**src/mwm_pkg.sv**
```systemverilog
package mwm_pkg;

  // ****************************************************************
  // Pin and bus sizes
  // ****************************************************************
  localparam int ADDR_W = 7;
  localparam int DATA_W = 16;
  localparam int IDX_W = 6;
  localparam int BLOCK_ADDR_W = 28;
  localparam int BLOCK_HI_W = 12;

  // ****************************************************************
  // Word indices (host_address_lines[6:1])
  // ****************************************************************
  localparam logic [IDX_W-1:0] IDX_WIDTH_SEL = 6'h00;
  localparam logic [IDX_W-1:0] IDX_RSVD_LOW = 6'h01;
  localparam logic [IDX_W-1:0] IDX_STATUS_LO = 6'h02;
  localparam logic [IDX_W-1:0] IDX_STATUS_HI = 6'h03;
  localparam logic [IDX_W-1:0] IDX_ERROR_LO = 6'h04;
  localparam logic [IDX_W-1:0] IDX_ERROR_HI = 6'h05;
  localparam logic [IDX_W-1:0] IDX_CFG_ADDR_LO = 6'h06;
  localparam logic [IDX_W-1:0] IDX_CFG_ADDR_HI = 6'h07;
  localparam logic [IDX_W-1:0] IDX_HOST_ADDR_LO = 6'h08;
  localparam logic [IDX_W-1:0] IDX_HOST_ADDR_HI = 6'h09;
  localparam logic [IDX_W-1:0] IDX_SECTOR_CMD = 6'h0a;
  localparam logic [IDX_W-1:0] IDX_REVISION = 6'h0b;
  localparam logic [IDX_W-1:0] IDX_CONTROL_LO = 6'h0c;
  localparam logic [IDX_W-1:0] IDX_CONTROL_HI = 6'h0d;
  localparam logic [IDX_W-1:0] IDX_FILE_TABLE = 6'h0e;
  localparam logic [IDX_W-1:0] IDX_RSVD_FIRST = 6'h0f;
  localparam logic [IDX_W-1:0] IDX_RSVD_LAST = 6'h1f;
  localparam logic [IDX_W-1:0] IDX_BUF_FIRST = 6'h20;

  // ****************************************************************
  // Reset values and status fields
  // ****************************************************************
  localparam logic RST_WIDTH_SEL = 1'b0;
  localparam logic [BLOCK_ADDR_W-1:0] RST_HOST_BLOCK_ADDR = 28'h0000000;
  localparam logic [15:0] RST_SECTOR_CMD = 16'h0000;
  localparam logic [31:0] RST_CONTROL = 32'h00000000;
  localparam int STAT_BUF_RDY_BIT = 5;
  localparam int STAT_BUF_MODE_BIT = 6;

  // ****************************************************************
  // Data buffer
  // ****************************************************************
  localparam int BUF_DEPTH = 16;
  localparam int BUF_PTR_W = 4;
  localparam int BUF_CNT_W = 5;
  localparam logic [BUF_CNT_W-1:0] BUF_FULL_CNT = 5'h10;

  typedef struct packed {
    logic [ADDR_W-1:0] addr;
    logic [DATA_W-1:0] data;
    logic cs_n;
    logic oe_n;
    logic we_n;
  } mwm_pins_t;

  localparam mwm_pins_t PINS_IDLE = '{addr: 7'h00, data: 16'h0000,
                                      cs_n: 1'b1, oe_n: 1'b1, we_n: 1'b1};

endpackage

```
**src/mwm_host_port.sv**
```systemverilog
`timescale 1ns/10ps
// Behaviour
// RULE1 - Width bit 1: word mode, all sixteen data lines, address bits 6:1.
// RULE2 - Width bit 0: byte mode, all address bits, data lines 7:0 only.
// RULE3 - Width bit resets to 0, so the port starts in byte mode.
// RULE4 - Width register aliased at byte 0x00, 0x01 and word 0x0.
// RULE5 - Status word read as halves at word 0x02 and 0x03; read-only.
// RULE6 - Error word read as halves at word 0x04 and 0x05.
// RULE7 - Configuration block address read at 0x06 (15:0) and 0x07 (27:16).
// RULE8 - Host block address read/write at 0x08 (15:0) and 0x09 (27:16).
// RULE9 - Sector count and card command register, read/write, at word 0x0A.
// RULE10 - Control word read/write as halves at word 0x0C and 0x0D.
// RULE11 - File table information read-only at word 0x0E.
// RULE12 - Word addresses 0x20 through 0x3F reach the data buffer both ways.
// RULE13 - Data buffer holds sixteen entries of sixteen bits.
// RULE14 - Reserved addresses 0x01, 0x0F-0x1F read zero, ignore writes.
// RULE15 - Host sets width first, then uses matching lanes and addresses.
module mwm_host_port
  import mwm_pkg::*;
(
  // Clock and reset
  input wire logic i_clk,
  input wire logic i_resetn,
  // Host pins
  input wire logic [ADDR_W-1:0] i_host_addr,
  input wire logic [DATA_W-1:0] i_host_data,
  input wire logic i_host_cs_n,
  input wire logic i_host_oe_n,
  input wire logic i_host_we_n,
  output logic [DATA_W-1:0] o_host_data,
  output logic [1:0] o_host_data_oe,
  // Controller core state
  input wire logic [31:0] i_status_word,
  input wire logic [31:0] i_error_word,
  input wire logic [BLOCK_ADDR_W-1:0] i_config_block_addr,
  input wire logic [15:0] i_revision_info,
  input wire logic [15:0] i_file_table_info,
  // Controller core buffer side
  input wire logic i_core_push,
  input wire logic [DATA_W-1:0] i_core_data,
  input wire logic i_core_pop,
  output logic [DATA_W-1:0] o_core_data,
  output logic o_core_valid,
  output logic o_core_space,
  // Host-programmed settings and buffer ready flag
  output logic o_bus_width,
  output logic o_buf_ready,
  output logic [BLOCK_ADDR_W-1:0] o_host_block_addr,
  output logic [15:0] o_sector_count_command,
  output logic [31:0] o_controller_control_word
);

  // ****************************************************************
  // Decode helpers
  // ****************************************************************
  function automatic logic is_buf(input logic [IDX_W-1:0] idx);
    is_buf = (idx >= IDX_BUF_FIRST);
  endfunction

  function automatic logic is_rsvd(input logic [IDX_W-1:0] idx);
    is_rsvd = (idx == IDX_RSVD_LOW) ||
              ((idx >= IDX_RSVD_FIRST) && (idx <= IDX_RSVD_LAST));
  endfunction

  // Byte mode touches one lane and keeps the other
  function automatic logic [15:0] merge16(input logic [15:0] old,
                                          input logic [15:0] d,
                                          input logic wide,
                                          input logic hi);
    merge16 = wide ? d : (hi ? {d[7:0], old[7:0]} : {old[15:8], d[7:0]});
  endfunction

  // ****************************************************************
  // Pin synchronisers
  // ****************************************************************
  mwm_pins_t pin_s1_ff;
  mwm_pins_t pin_s2_ff;
  mwm_pins_t pin_now;

  assign pin_now = '{addr: i_host_addr, data: i_host_data,
                     cs_n: i_host_cs_n, oe_n: i_host_oe_n,
                     we_n: i_host_we_n};

  always_ff @(posedge i_clk or negedge i_resetn) begin
    if (!i_resetn) begin
      pin_s1_ff <= PINS_IDLE;
      pin_s2_ff <= PINS_IDLE;
    end else begin
      pin_s1_ff <= pin_now;
      pin_s2_ff <= pin_s1_ff;
    end
  end

  // ****************************************************************
  // Access strobes
  // ****************************************************************
  logic wr_act;
  logic rd_act;
  logic wr_prev_ff;
  logic rd_prev_ff;
  logic wr_stb;
  logic rd_stb;
  logic [IDX_W-1:0] idx;
  logic lane_hi;
  logic [15:0] wdata;
  logic width_ff;
  logic wide;

  assign wr_act = !pin_s2_ff.cs_n && !pin_s2_ff.we_n;
  assign rd_act = !pin_s2_ff.cs_n && !pin_s2_ff.oe_n && pin_s2_ff.we_n;
  assign wr_stb = wr_act && !wr_prev_ff;
  assign rd_stb = rd_act && !rd_prev_ff;
  assign wide = width_ff;
  // RULE1 word index
  // Both modes use bits 6:1 as index; bit 0 picks the lane in byte mode
  assign idx = pin_s2_ff.addr[ADDR_W-1:1];
  // RULE4 lane alias
  // Width register has one bit, so byte 0x01 aliases to its low lane
  assign lane_hi = !wide && pin_s2_ff.addr[0] && (idx != IDX_WIDTH_SEL);
  assign wdata = pin_s2_ff.data;

  always_ff @(posedge i_clk or negedge i_resetn) begin
    if (!i_resetn) begin
      wr_prev_ff <= 1'b0;
      rd_prev_ff <= 1'b0;
    end else begin
      wr_prev_ff <= wr_act;
      rd_prev_ff <= rd_act;
    end
  end

  // ****************************************************************
  // Host registers
  // ****************************************************************
  logic [15:0] host_addr_lo_ff;
  logic [BLOCK_HI_W-1:0] host_addr_hi_ff;
  logic [15:0] sector_cmd_ff;
  logic [31:0] control_ff;
  logic [15:0] host_hi_merged;

  assign host_hi_merged = merge16({4'h0, host_addr_hi_ff}, wdata, wide,
                                  lane_hi);

  // RULE3 byte mode after reset
  // RULE4 width select write
  always_ff @(posedge i_clk or negedge i_resetn) begin
    if (!i_resetn) begin
      width_ff <= RST_WIDTH_SEL;
    end else if (wr_stb && idx == IDX_WIDTH_SEL) begin
      width_ff <= wdata[0];
    end
  end

  // RULE8 host block address
  // RULE9 sector count command
  // RULE10 control word halves
  // RULE14 reserved writes dropped
  always_ff @(posedge i_clk or negedge i_resetn) begin
    if (!i_resetn) begin
      host_addr_lo_ff <= RST_HOST_BLOCK_ADDR[15:0];
      host_addr_hi_ff <= RST_HOST_BLOCK_ADDR[BLOCK_ADDR_W-1:16];
      sector_cmd_ff <= RST_SECTOR_CMD;
      control_ff <= RST_CONTROL;
    end else if (wr_stb) begin
      case (idx)
        IDX_HOST_ADDR_LO: begin
          host_addr_lo_ff <= merge16(host_addr_lo_ff, wdata, wide, lane_hi);
        end
        IDX_HOST_ADDR_HI: begin
          host_addr_hi_ff <= host_hi_merged[BLOCK_HI_W-1:0];
        end
        IDX_SECTOR_CMD: begin
          sector_cmd_ff <= merge16(sector_cmd_ff, wdata, wide, lane_hi);
        end
        IDX_CONTROL_LO: begin
          control_ff[15:0] <= merge16(control_ff[15:0], wdata, wide,
                                      lane_hi);
        end
        IDX_CONTROL_HI: begin
          control_ff[31:16] <= merge16(control_ff[31:16], wdata, wide,
                                       lane_hi);
        end
        default: begin
          control_ff <= control_ff;
        end
      endcase
    end
  end

  // ****************************************************************
  // Data buffer
  // ****************************************************************
  logic [DATA_W-1:0] buf_mem [BUF_DEPTH];
  logic [BUF_PTR_W-1:0] wr_ptr_ff;
  logic [BUF_PTR_W-1:0] rd_ptr_ff;
  logic [BUF_CNT_W-1:0] count_ff;
  logic [7:0] lo_hold_ff;
  logic buf_wmode;
  logic not_full;
  logic not_empty;
  logic word_done;
  logic host_push;
  logic host_pop;
  logic core_push;
  logic core_pop;
  logic push;
  logic pop;
  logic [DATA_W-1:0] push_data;

  assign buf_wmode = i_status_word[STAT_BUF_MODE_BIT];
  assign not_full = (count_ff != BUF_FULL_CNT);
  assign not_empty = (count_ff != '0);
  // Byte mode moves a word on its odd (high) byte only
  assign word_done = wide || pin_s2_ff.addr[0];
  // RULE12 buffer window access
  assign host_push = wr_stb && is_buf(idx) && buf_wmode && word_done &&
                     not_full;
  assign host_pop = rd_stb && is_buf(idx) && !buf_wmode && word_done &&
                    not_empty;
  assign core_push = i_core_push && !buf_wmode && not_full;
  assign core_pop = i_core_pop && buf_wmode && not_empty;
  assign push = host_push || core_push;
  assign pop = host_pop || core_pop;
  assign push_data = buf_wmode ? (wide ? wdata : {wdata[7:0], lo_hold_ff})
                               : i_core_data;

  always_ff @(posedge i_clk or negedge i_resetn) begin
    if (!i_resetn) begin
      lo_hold_ff <= 8'h00;
    end else if (wr_stb && is_buf(idx) && !wide && !pin_s2_ff.addr[0]) begin
      lo_hold_ff <= wdata[7:0];
    end
  end

  // Storage carries no reset; only pointers define its contents
  always_ff @(posedge i_clk) begin
    if (push) begin
      buf_mem[wr_ptr_ff] <= push_data;
    end
  end

  // RULE13 sixteen-entry occupancy
  always_ff @(posedge i_clk or negedge i_resetn) begin
    if (!i_resetn) begin
      wr_ptr_ff <= '0;
      rd_ptr_ff <= '0;
      count_ff <= '0;
    end else begin
      if (push) begin
        wr_ptr_ff <= wr_ptr_ff + 4'h1;
      end
      if (pop) begin
        rd_ptr_ff <= rd_ptr_ff + 4'h1;
      end
      if (push && !pop) begin
        count_ff <= count_ff + 5'h01;
      end else if (pop && !push) begin
        count_ff <= count_ff - 5'h01;
      end
    end
  end

  // Head view lags a pop by one cycle, so the core pops every other cycle
  always_ff @(posedge i_clk or negedge i_resetn) begin
    if (!i_resetn) begin
      o_core_data <= 16'h0000;
      o_core_valid <= 1'b0;
      o_core_space <= 1'b0;
      o_buf_ready <= 1'b0;
    end else begin
      o_core_data <= buf_mem[rd_ptr_ff];
      o_core_valid <= buf_wmode && not_empty && !pop;
      o_core_space <= !buf_wmode && not_full && !push;
      o_buf_ready <= buf_wmode ? not_full : not_empty;
    end
  end

  // ****************************************************************
  // Read path
  // ****************************************************************
  logic [31:0] status_view;
  logic [15:0] rd_word;
  logic [15:0] rd_pins;

  always_comb begin
    status_view = i_status_word;
    status_view[STAT_BUF_RDY_BIT] = o_buf_ready;
  end

  // RULE5 status halves
  // RULE6 error halves
  // RULE7 configuration address
  // RULE11 file table info
  // RULE14 reserved reads zero
  always_comb begin
    rd_word = 16'h0000;
    if (is_buf(idx)) begin
      rd_word = buf_mem[rd_ptr_ff];
    end else begin
      case (idx)
        IDX_WIDTH_SEL: rd_word = {15'h0000, width_ff};
        IDX_STATUS_LO: rd_word = status_view[15:0];
        IDX_STATUS_HI: rd_word = status_view[31:16];
        IDX_ERROR_LO: rd_word = i_error_word[15:0];
        IDX_ERROR_HI: rd_word = i_error_word[31:16];
        IDX_CFG_ADDR_LO: rd_word = i_config_block_addr[15:0];
        IDX_CFG_ADDR_HI: rd_word = {4'h0, i_config_block_addr[27:16]};
        IDX_HOST_ADDR_LO: rd_word = host_addr_lo_ff;
        IDX_HOST_ADDR_HI: rd_word = {4'h0, host_addr_hi_ff};
        IDX_SECTOR_CMD: rd_word = sector_cmd_ff;
        IDX_REVISION: rd_word = i_revision_info;
        IDX_CONTROL_LO: rd_word = control_ff[15:0];
        IDX_CONTROL_HI: rd_word = control_ff[31:16];
        IDX_FILE_TABLE: rd_word = i_file_table_info;
        default: rd_word = 16'h0000;
      endcase
    end
  end

  // RULE2 byte lane select
  assign rd_pins = wide ? rd_word
                        : {8'h00, lane_hi ? rd_word[15:8] : rd_word[7:0]};

  // RULE1 word lanes driven
  // RULE2 low lanes only
  always_ff @(posedge i_clk or negedge i_resetn) begin
    if (!i_resetn) begin
      o_host_data <= 16'h0000;
      o_host_data_oe <= 2'b00;
    end else begin
      if (rd_stb) begin
        o_host_data <= rd_pins;
      end
      o_host_data_oe <= rd_act ? (wide ? 2'b11 : 2'b01) : 2'b00;
    end
  end

  assign o_bus_width = width_ff;
  assign o_host_block_addr = {host_addr_hi_ff, host_addr_lo_ff};
  assign o_sector_count_command = sector_cmd_ff;
  assign o_controller_control_word = control_ff;

  logic seen_width_wr_ff;
  always_ff @(posedge i_clk or negedge i_resetn) begin
    if (!i_resetn) begin
      seen_width_wr_ff <= 1'b0;
    end else if (wr_stb && idx == IDX_WIDTH_SEL) begin
      seen_width_wr_ff <= 1'b1;
    end
  end
endmodule

```
**config.mk**
```make
export PLATFORM = sky130hd
export DESIGN_NAME = mwm_host_port
export DESIGN_NICKNAME = d
export VERILOG_FILES = /design/src/mwm_pkg.sv /design/src/mwm_host_port.sv
export SDC_FILE = /design/constraint.sdc
export NUM_CORES = 1
export LEC_CHECK = 0
export ABC_AREA = 0
export BUFFER_PORTS_ARGS = -buffer_cell sky130_fd_sc_hd__buf_2
export CORE_UTILIZATION = 53
export CTS_BUF_LIST = sky130_fd_sc_hd__clkbuf_4
export CTS_CLUSTER_SIZE = 24
export DETAILED_ROUTE_END_ITERATION = 12
export PLACE_DENSITY_LB_ADDON = 0.15
export SLEW_MARGIN = 10
export SYNTH_ARGS = -nofsm -noshare
export SYNTH_HDL_FRONTEND = slang
export SYNTH_SLANG_ARGS = --single-unit
```
**constraint.sdc**
```tcl
create_clock -name i_clk -period 3.2 [get_ports i_clk]
set_clock_uncertainty 0.1 [all_clocks]
set_input_delay 0.8 -clock i_clk [delete_from_list [all_inputs] [get_ports i_clk]]
set_output_delay 0.8 -clock i_clk [all_outputs]
set_load 0.1 [all_outputs]
```
==> impl.org <==
** Timing
- For the final routed database, the setup TNS stands at 0 ns.
- Total count of max-transition violations in the final report :: 0
- Number of setup violations in the final report :: 0
- Setup slack on the critical path of the routed design comes to around 0.18 ns.
- Hold violation count in the final report :: 0
- Worst slew pin tran :: ~0.96 ns
- Setup repair after global routing missed its margin :: false
- Fin crit share :: 0.943
- In this run the tightest slew margin relative to its limit is 0.356.
- Derived from the worst setup path, the maximum achievable clock frequency is roughly 0.33 GHz.
- Counting I/O delays and the setup requirement, the final critical path takes between 3 and 4 ns.

** Global route
- Global routing finished with a remaining overflow of 0.
- Entering global routing, the biggest net connects 73 pins.
- Antenna violations before repair :: 3
- The via count of the first global-routing pass came to ~13000.
- Total routing usage reported by global routing :: 0.308
- The first global-routing pass estimated approximately 81000 µm of wire.

** Power
- Summed over all cells, the static leakage comes to 9.68 nW.
- Maximum resistive drop on vdd :: around 0.00077 V
- Power per standard cell area :: ~750 mW/mm²

** Floorplan
- Floorplan die area :: approximately 0.036 mm²
- The initialized floorplan defines 68 standard-cell rows.
- around 280 I/O pins were placed.
- Starting density of the core :: 0.543
- Core ar. :: 0.0348 mm²
- Die H :: 191 µm
- Measured along the x axis, the die boundary spans about 190 µm.

** Critical path
- The worst register-to-register path begins at idx[5]$_DFF_PN0_.
- The worst setup path is captured at a primary output.
- FF-to-FF End :: o_host_data[8]$_DFFE_PN0P_
- Critical Setup Path Class :: reg2out
- In this run the register-to-register setup slack is roughly 0.20 ns.
- Critical Path End :: o_bus_width
- Ordered cell list for the critical path :: buf_4 -> buf_4
- The slowest stage of the critical path is the buf_4 cell.
- On the worst path, the slowest cell contributes a delay of between 0.4 and 0.5 ns.
- CP startpoint :: o_bus_width$_DFFE_PN0P_
- STA classifies the critical path startpoint as a flop.
- Worst endpoint data arrival time :: 2.12 ns
- Data on the critical path is required at its endpoint by about 2.3 ns.
- Along the worst path, the maximum fanout reaches 31.
- Depth of the worst register-to-register path :: 7
- Among the stages of the critical path, the cell type that occurs most often is buf_4.

** Cells and area
- Commonest cells after routing, fill and taps aside :: buf_2 (280), edfxtp_1 (256), dfrtp_1 (178), clkbuf_4 (166), buf_4 (108)
- Storage cell area :: 0.0124 mm²
- At the end of the flow, the number of nets in the layout was just under 2000.
- After filler insertion, the fill cell instance count of the layout stands at around 2600.
- Layout cells sized above 1 :: 0.380
- Layout overhead on the synthesized area :: 22.1%
- Most frequent standard cell in the layout excluding fill and tap cells :: buf_2
- Area of the multi-input gates :: between 0.005 and 0.006 mm²

** Route
- Dividing the detail-routed wire length by the instance count gives approximately 24 µm.
- First-pass iteration count of the detailed router :: 5
- Remaining design rule violation count :: 0
- Post-route antenna net violation count :: 0
- Number of vias per cell after detailed routing :: between 5 and 6
- For this block, the via count after detailed routing is between 10000 and 15000.
- Detailed Route WL :: approximately 55000 µm
- Number of violations reported at the end of detailed-routing iteration 0 :: around 1200

** Clock tree
- Counting along the longest clock path gives a buffer depth of 3.
- Clk pin slew, worst setup/hold paths :: ~0.07 ns
- Clock tree synthesis inserted a total of 112 buffers.
- CTS sink cnt :: approximately 440
- CTS root buffer :: clkbuf_4
- Clock latency on the worst-skew pair, taken at its later pin, is approximately 0.87 ns.
- Number of buffers added for setup after CTS :: 0
- CTS HTree Levels :: 3
- TritonCTS clock tree :: built

** Job
- Reported max-cap violation count :: 0

** Synthesis
- Synthesized-area fraction occupied by ao, oa, aoi and oai cells :: 0.0881
- Most used flip-flop cell after synthesis :: edfxtp_1
- Synthesis produced a netlist with a net count of about 1500.
- Number of enable-type register cells in the synthesized netlist :: approximately 260
- Of the total synthesized cell area, the portion taken by AND, OR, NAND and NOR gates is 0.0815.
- Distinct cell type count after synthesis :: 84
- By area, the combinational part of the netlist is dominated by multiplexers.
- A synthesized cell averages around 15 µm².
- Flop and latch count out of synthesis :: 444
- Of the synthesized area, sequential elements account for 0.657.
- Synthesis handed over a netlist of ~1300 instances.
- Of the total synthesized cell area, the portion taken by full adders, half adders and majority gates is 0.00702.
- Number of synthesis warnings :: 0
- Of the total synthesized cell area, the portion taken by XOR and XNOR cells is 0.00557.
- Measured against the total synthesized area, the mux share comes to 0.134.
- Counting flops with an async set or reset pin after synthesis yields a share of 0.423.
- The cell area that synthesis handed to floorplanning was roughly 0.019 mm².

** Outcome
- Run status :: complete, no violations

** Place
- Buffers added on ports :: roughly 280
- Weighted congestion at the end of routability-driven global placement :: 0.915
- Dpl ws :: between 0.15 and 0.2 ns
- Post-DP HPWL :: approximately 40000 µm

** Hold path
- Path type of the worst min-delay path :: in2reg
critical path: cells and delay by family, from the launching register on:
kind | cells | cell delay (ns)
buffers and inverters | 2 | 0.82
DFF | 1 | 0.42
cell families (layout without fill, tap and decap cells):
group / after synthesis / in the layout
adder cells (fa/ha/maj): 10 / 10
multiplexers: 187 / 187
other: 0 / 1
AO/OA/AOI/OAI: 246 / 246
flip-flops: 444 / 444
XOR/XNOR: 12 / 12
AND/OR/NAND/NOR: 296 / 296
buffers and inverters: 91 / 637
per-stage QoR:
step | power, mW | hold WS, ns | cells | cell area, µm² | util
floorplan | 11.0 | 0.231 | 1286 | 18900 | -
global route | 18.1 | 0.0296 | 2288 | 23000 | 0.662
CTS | 17.5 | 0.00348 | 2287 | 23000 | 0.662
detailed placement | 12.7 | 0.236 | 2055 | 21300 | 0.613
global placement | 12.7 | 0.232 | 2055 | 21300 | 0.613
finish | 17.4 | 0.0598 | 2288 | 23000 | 0.662
cells in the mapped netlist (15+ instances only):
master / number / area share
o21ai_0: 67 / 0.018
a21oi_1: 40 / 0.011
clkbuf_1: 39 / 0.0078
edfxtp_1: 256 / 0.41
buf_2: 21 / 0.0056
and2_1: 22 / 0.0073
nor2_1: 50 / 0.0099
nand3_1: 21 / 0.0056
nor3_1: 15 / 0.0040
mux4_2: 39 / 0.047
a22oi_1: 62 / 0.025
dfrtp_1: 182 / 0.24
mux2i_1: 85 / 0.045
nand2_1: 104 / 0.021
mux2_2: 55 / 0.033
flip-flops by register name (all words and copies together), names as in the netlist, 4 cells and up:
signal and count:
buf_mem 256, o_sector_count_command 16, lo_hold_ff 8, idx 6, o_core_data 16, o_host_data 16, pin_s2_ff 4, host_addr_hi_ff 12
wdata 16, wr_ptr_ff 4, pin_s1_ff 26, count_ff 5, o_controller_control_word 32, host_addr_lo_ff 16, rd_ptr_ff 4
layout make-up:
cell class / count / share of cell area
Antenna cell: 1 / 0.000109
Clock buffer: 166 / 0.0541
Clock inverter: 39 / 0.00820
Inverter: 10 / 0.00163
Multi-Input combinational cell: 751 / 0.259
Sequential cell: 444 / 0.538
Tap cell: 455 / 0.0247
Timing Repair Buffer: 422 / 0.114
routing by layer:
layer | wire (µm) | vias up | global-route usage
li1 | - | 5956 | -
met1 | 23100 | 6717 | 0.435
met2 | 25600 | 676 | 0.460
met3 | 4890 | 117 | 0.0745
met4 | 1800 | 5 | 0.129
met5 | 58 | - | 0
worst min-delay path by stage:
| stage | startpoint | to | slack [ns] | cells past startpoint |
|---|---|---|---|---|
| finish | i_core_pop | o_core_valid$_DFF_PN0_ | 0.06 | 2 |
| global route | i_core_pop | o_core_valid$_DFF_PN0_ | 0.03 | 2 |
| CTS | i_core_pop | o_core_valid$_DFF_PN0_ | 0.003 | 2 |
| detailed placement | pin_s1_ff[13]$_DFF_PN0_ | wdata[10]$_DFF_PN0_ | 0.24 | 0 |
| global placement | pin_s1_ff[13]$_DFF_PN0_ | wdata[10]$_DFF_PN0_ | 0.23 | 0 |
| floorplan | pin_s1_ff[20]$_DFF_PN0_ | idx[0]$_DFF_PN0_ | 0.23 | 0 |
what timing repair did:
item	4_1_cts	5_1_grt
resized for setup	1	0
endpoints found under the setup margin	1	0
hold buffers	27	0
endpoints found under the hold margin	92	0
where the power goes:
part	internal (mW)	leakage (nW)	switching, mW
Combinational	1.84	4.16	3.78
Clock	2.39	0.838	2.31
Sequential	6.66	4.68	0.395
Total	10.9	9.68	6.48
Power figures use the tool's default switching activity.
